**config.mk**
```make
export PLATFORM = sky130hd
export DESIGN_NAME = output_compare_unit
export DESIGN_NICKNAME = d
export VERILOG_FILES = /design/src/rtl/output_compare_pkg.sv /design/src/rtl/output_compare_unit.sv /design/src/rtl/level_sync.sv /design/src/rtl/match_detect.sv
export SDC_FILE = /design/constraint.sdc
export NUM_CORES = 1
export LEC_CHECK = 0
export ABC_AREA = 1
export BUFFER_PORTS_ARGS = -buffer_cell sky130_fd_sc_hd__buf_2
export CAP_MARGIN = 20
export CORE_MARGIN = 2
export CORE_UTILIZATION = 47
export DETAILED_ROUTE_END_ITERATION = 16
export GPL_ROUTABILITY_DRIVEN = 0
export PLACE_DENSITY = 0.79
export SETUP_SLACK_MARGIN = 0.05
export SLEW_MARGIN = 20
export SYNTH_ARGS = -nofsm -noshare
export SYNTH_HDL_FRONTEND = slang
export SYNTH_SLANG_ARGS = --single-unit
```
**constraint.sdc**
```tcl
create_clock -name clk_in -period 2.3 [get_ports clk_in]
set_input_delay 0.115 -clock clk_in [delete_from_list [all_inputs] [get_ports clk_in]]
set_output_delay 0.115 -clock clk_in [all_outputs]
set_load 0.05 [all_outputs]
```
**src/rtl/output_compare_pkg.sv**
```systemverilog
// shared constants, types and helpers of the output compare channel
// assumes a 32-bit register port with byte addresses and one 100 MHz clock
`default_nettype none

package output_compare_pkg;

  // register byte offsets (each with clear/set/invert aliases above)
  localparam logic [7:0] CTRL_OFFSET = 8'h00;
  localparam logic [7:0] PRIMARY_OFFSET = 8'h10;
  localparam logic [7:0] SECONDARY_OFFSET = 8'h20;

  // alias selector taken from address bits 3:2 (offsets 0x0, 0x4, 0x8, 0xC)
  localparam logic [1:0] ALIAS_NONE = 2'h0;
  localparam logic [1:0] ALIAS_CLR = 2'h1;
  localparam logic [1:0] ALIAS_SET = 2'h2;
  localparam logic [1:0] ALIAS_INV = 2'h3;

  // control field positions
  localparam int ENABLE_BIT = 15;
  localparam int IDLE_STOP_BIT = 13;
  localparam int WIDE_BIT = 5;
  localparam int FAULT_BIT = 4;
  localparam int TIMEBASE_BIT = 3;
  localparam int MODE_LSB = 0;

  // compare_mode_field codes
  localparam logic [2:0] MODE_OFF = 3'h0;
  localparam logic [2:0] MODE_SET_ON_MATCH = 3'h1;
  localparam logic [2:0] MODE_CLEAR_ON_MATCH = 3'h2;
  localparam logic [2:0] MODE_TOGGLE = 3'h3;
  localparam logic [2:0] MODE_SINGLE = 3'h4;
  localparam logic [2:0] MODE_CONTINUOUS = 3'h5;
  localparam logic [2:0] MODE_PWM = 3'h6;
  localparam logic [2:0] MODE_PWM_FAULT = 3'h7;

  // compare_channel_control fields
  typedef struct packed {
    logic enable;
    logic idle_stop;
    logic wide;
    logic timebase;
    logic [2:0] mode;
  } ctrl_type;

  localparam ctrl_type CTRL_RESET = '{1'b0, 1'b0, 1'b0, 1'b0, MODE_OFF};

  // one general timer as seen by the channel
  typedef struct packed {
    logic [31:0] count;
    logic period;
  } timer_type;

  // pulse modes walk armed -> high -> armed/done
  typedef enum logic [1:0] {PS_ARMED, PS_HIGH, PS_DONE} pulse_state_type;

  // applies a plain, clear, set or invert write to an old value
  function automatic logic [31:0] alias_write(input logic [31:0] old_value,
      input logic [31:0] data, input logic [1:0] kind);
    logic [31:0] result;
    result = data;
    case (kind)
      ALIAS_CLR: result = old_value & ~data;
      ALIAS_SET: result = old_value | data;
      ALIAS_INV: result = old_value ^ data;
      default: result = data;
    endcase
    return result;
  endfunction : alias_write

endpackage : output_compare_pkg

`default_nettype wire

```
**src/rtl/output_compare_unit.sv**
```systemverilog
// output compare channel: control, primary and secondary compare registers
// assumes timers, idle flag and register port run on clk_in; fault pin is async
//
// Design decisions made here: strobed register access and the register addresses.
`default_nettype none

module output_compare_unit
  import output_compare_pkg::*;
(
  // clock and reset
  input wire logic clk_in,
  input wire logic reset_n_in,
  // register port
  input wire logic [7:0] addr_in,
  input wire logic [31:0] wdata_in,
  input wire logic write_in,
  input wire logic read_in,
  output logic [31:0] rdata_out,
  // time bases and processor state
  input wire timer_type first_timer_in,
  input wire timer_type second_timer_in,
  input wire logic idle_mode_in,
  // pins
  input wire logic fault_pin_n_in,
  output logic compare_output_pin_out
);

  ctrl_type ctrl_reg;
  logic fault_reg;
  logic [31:0] primary_reg;
  logic [31:0] secondary_reg;
  logic pin_reg;
  pulse_state_type pulse_reg;
  logic [3:0] prev_reg;
  logic [31:0] rdata_reg;

  logic [1:0] alias_kind;
  logic addr_ok;
  logic sel_ctrl;
  logic sel_primary;
  logic sel_secondary;
  logic fault_visible;
  logic [31:0] ctrl_word;
  logic [31:0] ctrl_next;
  timer_type timebase;
  logic run;
  logic start;
  logic pwm_mode;
  logic pwm_reload;
  logic fault_sync_n;
  logic primary_match;
  logic secondary_match;

  // address decode: word aligned only, bits 3:2 pick the alias
  assign alias_kind = addr_in[3:2];
  assign addr_ok = (addr_in[1:0] == 2'h0);
  assign sel_ctrl = addr_ok && ({addr_in[7:4], 4'h0} == CTRL_OFFSET);
  assign sel_primary = addr_ok && ({addr_in[7:4], 4'h0} == PRIMARY_OFFSET);
  assign sel_secondary = addr_ok && ({addr_in[7:4], 4'h0} == SECONDARY_OFFSET);

  assign fault_visible = fault_reg && (ctrl_reg.mode == MODE_PWM_FAULT);

  always_comb begin
    ctrl_word = 32'h0000_0000;
    ctrl_word[ENABLE_BIT] = ctrl_reg.enable;
    ctrl_word[IDLE_STOP_BIT] = ctrl_reg.idle_stop;
    ctrl_word[WIDE_BIT] = ctrl_reg.wide;
    ctrl_word[FAULT_BIT] = fault_visible;
    ctrl_word[TIMEBASE_BIT] = ctrl_reg.timebase;
    ctrl_word[MODE_LSB +: 3] = ctrl_reg.mode;
  end

  assign ctrl_next = alias_write(ctrl_word, wdata_in, alias_kind);

  // control register; the fault bit of ctrl_next is simply not taken
  always_ff @(posedge clk_in) begin
    if (!reset_n_in) begin
      ctrl_reg <= CTRL_RESET;
    end else if (write_in && sel_ctrl) begin
      ctrl_reg.enable <= ctrl_next[ENABLE_BIT];
      ctrl_reg.idle_stop <= ctrl_next[IDLE_STOP_BIT];
      ctrl_reg.wide <= ctrl_next[WIDE_BIT];
      ctrl_reg.timebase <= ctrl_next[TIMEBASE_BIT];
      ctrl_reg.mode <= ctrl_next[MODE_LSB +: 3];
    end
  end

  assign timebase = ctrl_reg.timebase ? second_timer_in : first_timer_in;

  assign run = ctrl_reg.enable && !(ctrl_reg.idle_stop && idle_mode_in);

  // a new mode or a fresh enable restarts the initial pin level
  assign start = ctrl_reg.enable && ({ctrl_reg.enable, ctrl_reg.mode} != prev_reg);
  assign pwm_mode = (ctrl_reg.mode == MODE_PWM) || (ctrl_reg.mode == MODE_PWM_FAULT);
  assign pwm_reload = run && pwm_mode && timebase.period;

  // held while suspended so a mode written during idle still restarts later
  always_ff @(posedge clk_in) begin
    if (!reset_n_in) begin
      prev_reg <= 4'h0;
    end else if (run || !ctrl_reg.enable) begin
      prev_reg <= {ctrl_reg.enable, ctrl_reg.mode};
    end
  end

  always_ff @(posedge clk_in) begin
    if (write_in && sel_primary) begin
      primary_reg <= alias_write(primary_reg, wdata_in, alias_kind);
    end else if (pwm_reload) begin
      primary_reg <= secondary_reg;
    end
  end

  // secondary is the buffered duty in pwm, the falling edge in pulse modes
  always_ff @(posedge clk_in) begin
    if (write_in && sel_secondary) begin
      secondary_reg <= alias_write(secondary_reg, wdata_in, alias_kind);
    end
  end

  // fault pin is asynchronous: two flops before any use
  level_sync #(
    .RESET_VALUE(1'b1)
  ) u_fault_sync (
    .clk_in(clk_in),
    .reset_n_in(reset_n_in),
    .level_in(fault_pin_n_in),
    .level_out(fault_sync_n)
  );

  match_detect #(
    .WIDTH(32)
  ) u_primary_match (
    .clk_in(clk_in),
    .reset_n_in(reset_n_in),
    .run_in(run),
    .wide_in(ctrl_reg.wide),
    .count_in(timebase.count),
    .value_in(primary_reg),
    .match_out(primary_match)
  );

  // second comparator ends the pulse in the pulse modes
  match_detect #(
    .WIDTH(32)
  ) u_secondary_match (
    .clk_in(clk_in),
    .reset_n_in(reset_n_in),
    .run_in(run),
    .wide_in(ctrl_reg.wide),
    .count_in(timebase.count),
    .value_in(secondary_reg),
    .match_out(secondary_match)
  );

  always_ff @(posedge clk_in) begin
    if (!reset_n_in) begin
      fault_reg <= 1'b0;
    end else if (run && ctrl_reg.mode == MODE_PWM_FAULT && !fault_sync_n) begin
      fault_reg <= 1'b1;
    end else if (ctrl_reg.mode != MODE_PWM_FAULT) begin
      fault_reg <= 1'b0;
    end
  end

  // output pin and pulse sequencing
  always_ff @(posedge clk_in) begin
    if (!reset_n_in) begin
      pin_reg <= 1'b0;
      pulse_reg <= PS_ARMED;
    end else if (!ctrl_reg.enable) begin
      pin_reg <= 1'b0;
      pulse_reg <= PS_ARMED;
    end else if (run) begin
      if (start) begin
        pin_reg <= (ctrl_reg.mode == MODE_CLEAR_ON_MATCH);
        pulse_reg <= PS_ARMED;
      end else begin
        case (ctrl_reg.mode)
          MODE_OFF: begin
            pin_reg <= 1'b0;
          end
          MODE_SET_ON_MATCH: begin
            if (primary_match) pin_reg <= 1'b1;
          end
          MODE_CLEAR_ON_MATCH: begin
            if (primary_match) pin_reg <= 1'b0;
          end
          MODE_TOGGLE: begin
            if (primary_match) pin_reg <= ~pin_reg;
          end
          MODE_SINGLE, MODE_CONTINUOUS: begin
            case (pulse_reg)
              PS_ARMED: begin
                if (primary_match) begin
                  pin_reg <= 1'b1;
                  pulse_reg <= PS_HIGH;
                end
              end
              PS_HIGH: begin
                if (secondary_match) begin
                  pin_reg <= 1'b0;
                  pulse_reg <= (ctrl_reg.mode == MODE_SINGLE) ? PS_DONE : PS_ARMED;
                end
              end
              default: begin
                pin_reg <= 1'b0;
              end
            endcase
          end
          default: begin
            // pwm, fault only honoured in 111
            if (fault_visible) begin
              pin_reg <= 1'b0;
            end else if (timebase.period) begin
              pin_reg <= 1'b1;
            end else if (primary_match) begin
              pin_reg <= 1'b0;
            end
          end
        endcase
      end
    end
  end

  // read data stand one cycle only; aliases and holes read zero
  always_ff @(posedge clk_in) begin
    if (!reset_n_in) begin
      rdata_reg <= 32'h0000_0000;
    end else if (read_in && alias_kind == ALIAS_NONE && sel_ctrl) begin
      rdata_reg <= ctrl_word;
    end else if (read_in && alias_kind == ALIAS_NONE && sel_primary) begin
      rdata_reg <= primary_reg;
    end else if (read_in && alias_kind == ALIAS_NONE && sel_secondary) begin
      rdata_reg <= secondary_reg;
    end else begin
      rdata_reg <= 32'h0000_0000;
    end
  end

  assign rdata_out = rdata_reg;
  assign compare_output_pin_out = pin_reg;
endmodule : output_compare_unit

`default_nettype wire

```
**src/rtl/level_sync.sv**
```systemverilog
// two flip-flop synchroniser for one level from a pin
// assumes the level may change at any time relative to clk_in
`default_nettype none

module level_sync #(
  parameter logic RESET_VALUE = 1'b0
) (
  // clock and reset
  input wire logic clk_in,
  input wire logic reset_n_in,
  // level
  input wire logic level_in,
  output logic level_out
);

  logic meta_reg;
  logic stable_reg;

  // first stage feeds only the second stage
  always_ff @(posedge clk_in) begin
    if (!reset_n_in) begin
      meta_reg <= RESET_VALUE;
      stable_reg <= RESET_VALUE;
    end else begin
      meta_reg <= level_in;
      stable_reg <= meta_reg;
    end
  end

  assign level_out = stable_reg;

endmodule : level_sync

`default_nettype wire

```
**src/rtl/match_detect.sv**
```systemverilog
// compare event detector: count against a value at full or half width
// assumes count and value come from logic on the same clock
`default_nettype none

module match_detect #(
  parameter int WIDTH = 32
) (
  // clock and reset
  input wire logic clk_in,
  input wire logic reset_n_in,
  // control
  input wire logic run_in,
  input wire logic wide_in,
  // operands
  input wire logic [WIDTH-1:0] count_in,
  input wire logic [WIDTH-1:0] value_in,
  // event
  output logic match_out
);

  localparam int HALF = WIDTH / 2;

  if (WIDTH < 2 || (WIDTH % 2) != 0) begin : g_width_check
    $error("match_detect: WIDTH must be even and at least 2");
  end

  logic equal;
  logic equal_prev_reg;

  // narrow mode looks only at the low half of both operands
  assign equal = wide_in ? (count_in == value_in)
                         : (count_in[HALF-1:0] == value_in[HALF-1:0]);

  // reset high so an equal value at start-up is not taken as an event
  always_ff @(posedge clk_in) begin
    if (!reset_n_in) begin
      equal_prev_reg <= 1'b1;
    end else begin
      equal_prev_reg <= equal;
    end
  end

  // one pulse when equality begins; a stalled timer gives no repeats
  assign match_out = run_in && equal && !equal_prev_reg;

endmodule : match_detect

`default_nettype wire

```
; ---- Word level (Yosys, flattened, before mapping)
; Cells that the tools add are included.
[op_classes]
bitwise_logic = 12
n_reduce_logical = 43
mux = 28
n_eq_ne = 23
[op_table]
columns = cell, n
row1 = 32-bit case mux with 3 select lines, 2
row2 = 32-bit two-way mux, 4
row3 = 32-bit bitwise AND, 2
row4 = 32-bit == test, 2
row5 = 32-bit bitwise OR, 2
row6 = 32-bit bitwise XOR, 2
row7 = 16-bit case mux with 3 select lines, 1
row8 = 33-bit two-way mux, 1
row9 = 16-bit == test, 2
row10 = 32-bit inverter, 1
row11 = 1-bit logical AND, 22
row12 = 16-bit bitwise AND, 1
row13 = 16-bit two-way mux, 1
row14 = 16-bit bitwise OR, 1
row15 = 16-bit bitwise XOR, 1
row16 = "3-bit == test, second input constant", 4
row17 = "3-bit != test, second input constant", 4
row18 = 1-bit two-way mux, 11
row19 = 2-bit two-way mux, 5
row20 = "3-bit by 2-bit == test with 1-bit output, second input constant", 2
row21 = 2-bit logical NOT, 3
row22 = 2-bit nonzero test, 3
row23 = 1-bit logical NOT, 5
row24 = 1-bit case mux with 5 select lines, 1
row25 = 18 further kinds, 23
[word_totals]
word_cells = 123
register_bits = 115
in_bits = 112
out_inout_bits = 33

; ---- Depth between registers and ports, before layout
[logic_depth]
word_depth = 10
depth_mapped = 19
ltp_nobuf = 17

; ---- Hierarchy
; From an unflattened synthesis, not the netlist that was laid out.
[hier_totals]
cells_unflattened = 1340
hier_area_um2 = 9694.3
[by_module_without_submodules]
columns = mod, area_each_um2, n_inst, cells_each, seq_area_each_um2
row1 = output_compare_unit, 8428.1, 1, 1058, 2862.7
row2 = match_detect, 605.6, 2, 138, 20.0
row3 = level_sync, 55.1, 1, 6, 40.0

; ---- Least setup slack after synthesis
; Ideal clock, no wire load.
[synth_path]
path_kind = input -> register
from = input addr_in[1]
to = register secondary_reg[0] (enable)
arrival_time_ps = 1987
cell_stages = 5
setup_time_ps = 421
slack_ps = -108
required_time_ps = 1879
n_path_buf = 0
path_cell_list = nor2_1 inv_1 nor4_1 inv_1 nor2_1
[synth_between]
elab_chain_cells = 3
[synth_rtl]
columns = element, line_no
row1 = "start, declared", output_compare_unit.sv:14  ; input wire logic [7:0] addr_in,
row2 = 2-bit logical NOT, output_compare_unit.sv:56  ; assign addr_ok = (addr_in[1:0] == 2'h0);
row3 = 1-bit logical AND, output_compare_unit.sv:59  ; assign sel_secondary = addr_ok && ({addr_in[7:4], 4'h0} == SECONDARY_OFFSET);
row4 = 1-bit logical AND, output_compare_unit.sv:116  ; if (write_in && sel_secondary) begin
row5 = "end signal, assigned", output_compare_unit.sv:117  ; secondary_reg <= alias_write(secondary_reg, wdata_in, alias_kind);
row6 = "end, declared", output_compare_unit.sv:31  ; logic [31:0] secondary_reg;
; No other way between the ends.
; A chain may end at the register's enable or synchronous reset.

; ---- Worst setup path after layout
[layout_path]
from = register ctrl_reg[3] (netlist name)
to = register pulse_reg[1]
[layout_between]
elab_chain_cells = 7
elab_cells_between_ends = 14
classes_between = 6 x eq/ne / 3 x mux / 5 x reduce/logical
[layout_rtl]
columns = element, line_no
row1 = "start, declared", output_compare_unit.sv:28  ; ctrl_type ctrl_reg;
row2 = 33-bit two-way mux (*), output_compare_unit.sv:88  ; assign timebase = ctrl_reg.timebase ? second_timer_in : first_timer_in;
row3 = 32-bit == test or 16-bit == test (tied branches), "match_detect.sv:31, match_detect.sv:32"
row4 = 1-bit two-way mux, match_detect.sv:31  ; assign equal = wide_in ? (count_in == value_in)
row5 = 1-bit logical AND (2 in series), match_detect.sv:44  ; assign match_out = run_in && equal && !equal_prev_reg;
row6 = 3-bit != test (no source line), n/a
row7 = 5-bit AND reduction (no source line) (*), n/a
row8 = "end signal, assigned", output_compare_unit.sv:203  ; pulse_reg <= (ctrl_reg.mode == MODE_SINGLE) ? PS_DONE : PS_ARMED;
row9 = "end, declared", output_compare_unit.sv:33  ; pulse_state_type pulse_reg;
; Every way passes the cells marked *; elsewhere a longest branch is shown, timed or not.

==> out/metrics.yaml <==
synth_edf_count: 64
top_usage_layer: "met2"
design_area_sq_mm: 0.01178
grt_use_met1_pct: 36.19
dp_hpwl_um: 21250
worstMarginPinSlew_ns: 0.7794
instances_no_fill: 1788
dp.cells: 1740
crit_type: "reg2reg"
clkPwrFrac_pct: 45.4
cts_buffer_depth: 2
place_ws_ns: 0.07517
chipHeight_um: 147.6
end_kind: "flop"
htreeDepth: 4
async_flop_share_pct: 0
wl_um: 31760
vias: 10156
finClkSkew_ns: 0.01093
crit_chain: "buf_6, buf_12, clkinv_8, nand2_1, nand2_1, nand2_1, nand4_1, nor2_1, nand2_1, nor2_2, nand3_2, nand2_2, nand2_2, nor2_4, nand2_1, nand2_1, nor2_1"
met2_usage_pct: 45.09
final_nets: 1759
grt_pass1_vias: 9453
viasPerCell: 5.680
p_leak_nw: 5.763
critPathLaunchType: "flop"
hold_viol_final: 0
power.internal_mw: 3.936
sw_frac_of_total_pct: 26.95
synth_cell_type_count: 39
detail-route-antenna-nets: 0
required_ns: 2.63
dpl-instance-area_sq_mm: 0.01077
synth_top_area_share_pct: 19.82
critPathMostFrequentCell: "nand2_1"
cts-root-buf: "clkbuf_16"
yosys.area.top_type: "edfxtp_1"
synth_area_per_cell_sq_um: 7.173
cts_made_buffers: 17
start_util_pct: 47.93
clkTransAtPathRegs_ns: 0.06
die-area_sq_mm: 0.02180
maxSlewHeadroom_pct: 47.96
worst_ir_drop_vdd_v: 0.0005150
syn-cell-area_sq_mm: 0.009698
wl_per_cell_um: 17.76
io-pin-count: 145
syn_to_final_growth_pct: 21.48
crit_fanout: 12
ys_seq_area_share_pct: 30.34
fp.coreArea_sq_mm: 0.02023
tritoncts: "built"
drt_first_pass_iters: 6
maxCapViolCount: 0
die_w_um: 147.6
drc: 0
grt_remaining_overflow: 0
finalSetupViolations: 0
grt_usage_pct: 27.50
worst_ep_arrival_time_ns: 2.55
slew_viol_final: 0
drive_above_1_share_pct: 18.05
syn_inst: 1352
rsz0062_at_grt: "true"
max_freq_mhz: 450.4
synth_top_flop_cell: "edfxtp_1"
antenna_cells: 0
grt_pass1_wl_um: 47980
yosys_warnings: 0
antenna_found_initial: 0
clk_latency_ns: 0.43
synth-seq-cells: 115
holdCritPathClass: "in2reg"
synth_area_leaders: "edfxtp_1 (20%), ha_1 (18%), nand2_1 (14%), dfxtp_1 (11%), inv_1 (7.4%)"
fin_crit_ns: 2.220
p_switching_mw: 1.452
met3_usage_pct: 5.062
drt-initial-drc-count: 1055
grt_max_degree: 51
synth_fp_nets: 1606
p_per_area_mw_per_mm2: 457.3
cts.sinks: 115
portBuffers: 144
setup_ws_ns: 0.07990
cpMaxStageDelayCell: "dfxtp_4"
p_seq_share_pct: 40.6
rows: 52
status: "finished clean"
finalCritPeriodShare_pct: 96.53
slowest_delay_ns: 0.41
p_comb_share_pct: 14.0
[worst paths after layout]
kind	startpoint	end	slack, ns	cells past startpoint
setup / recovery	ctrl_reg[3]	pulse_reg[1]	0.08	17
hold / removal	reset_n_in	u_secondary_match.equal_prev_reg	0.06	2
setup reg to reg	ctrl_reg[3]	pulse_reg[1]	0.08	17
hold reg to reg	u_fault_sync.meta_reg	u_fault_sync.level_out	0.43	1
[power groups by stage]
stage	clock [mW]	combinational [mW]	sequential (mW)
final	2.45	0.756	2.19
after global routing	2.53	0.840	2.19
after CTS	2.44	0.707	2.19
after detailed placement	0	0.701	2.23
after global placement	0	0.680	2.23
after floorplan	0	0.426	2.23
[kinds of logic (layout without fill, tap and decap cells)]
group,count (synthesis),in the layout,synth area share (%)
adder cells (fa/ha/maj),142,142,18.32
XOR/XNOR,5,5,0.4515
AO/OA/AOI/OAI,227,227,14.72
flip-flops,115,115,30.34
buffers and inverters,251,417,10.59
AND/OR/NAND/NOR,612,612,25.57
[cell usage after synthesis (2+ instances only)]
cell	n
nor4_1	4
dfxtp_1	51
a221oi_1	25
o21ai_1	4
o2111ai_1	14
o21ai_2	3
nor2_1	135
buf_1	4
nand3_1	84
nand2_1	370
inv_1	190
or2_2	2
o21ai_0	83
o211ai_1	21
a211oi_1	2
nor2_4	2
ha_1	142
nor3_1	4
xor2_1	5
buf_4	4
clkinv_1	4
buf_6	6
o22ai_1	9
o221ai_1	8
a2111oi_0	2
a21oi_1	36
a31oi_1	19
clkbuf_1	39
edfxtp_1	64
nand4_1	5
nand2_2	3
[per-layer routing]
metal / vias to the layer above / share of wire, % / wire length, um
li1: 4770 / - / -
met1: 4671 / 40 / 12750
met2: 616 / 46 / 14510
met3: 99 / 10 / 3315
met4: 0 / 3.7 / 1182
met5: - / 0 / 0
[area by class of cell]
cell class              instances  area, sq um
repair buffers                185         1215
well taps                     270        337.8
repair inverters                4        73.82
flip-flops and latches        115         2947
clock inverters                 7        33.78
fillers                      1758         8453
inverters                     196        748.2
clock buffers                  25        495.5
multi-input cells             986         5931
[worst max-delay path: cells and delay by family (launching register included)]
| kind | cells | cell delay (ns) |
|---|---|---|
| and+or+nand+nor | 14 | 1.38 |
| DFF | 1 | 0.41 |
| buffers and inverters | 3 | 0.35 |
[cell usage in the layout (no fill, tap or decap), drive strengths merged, types with 8 or more instances in the layout]
master,Yosys,routed
clkinv,4,13
o22ai,9,9
clkbuf,39,28
nor2,138,138
dfxtp,51,51
a31oi,19,19
nand2,373,373
a21oi,36,36
ha,142,142
o221ai,8,8
buf,16,181
o21ai,90,90
edfxtp,64,64
o2111ai,14,14
nand3,86,86
inv,192,194
o211ai,21,21
a221oi,25,25
[stage by stage]
step           hold WS [ns]  util (%)  setup TNS (ns)  total power, mW
3_5_place_dp         0.3446     53.22               0            2.929
3_3_place_gp         0.3379     53.22               0            2.908
5_1_grt             0.08887     58.22        -0.06663            5.553
6_report            0.06211     58.22               0            5.388
2_1_floorplan        0.2216         -               0            2.654
4_1_cts             0.05875     55.89               0            5.333
[what timing repair did]
item,in CTS,in global routing
gates resized for setup,0,73
endpoints found under the setup margin,0,3
hold endpoints to repair,1,0
setup buffers,0,7
hold buffers,1,0
(Power assumes the default switching activity.)
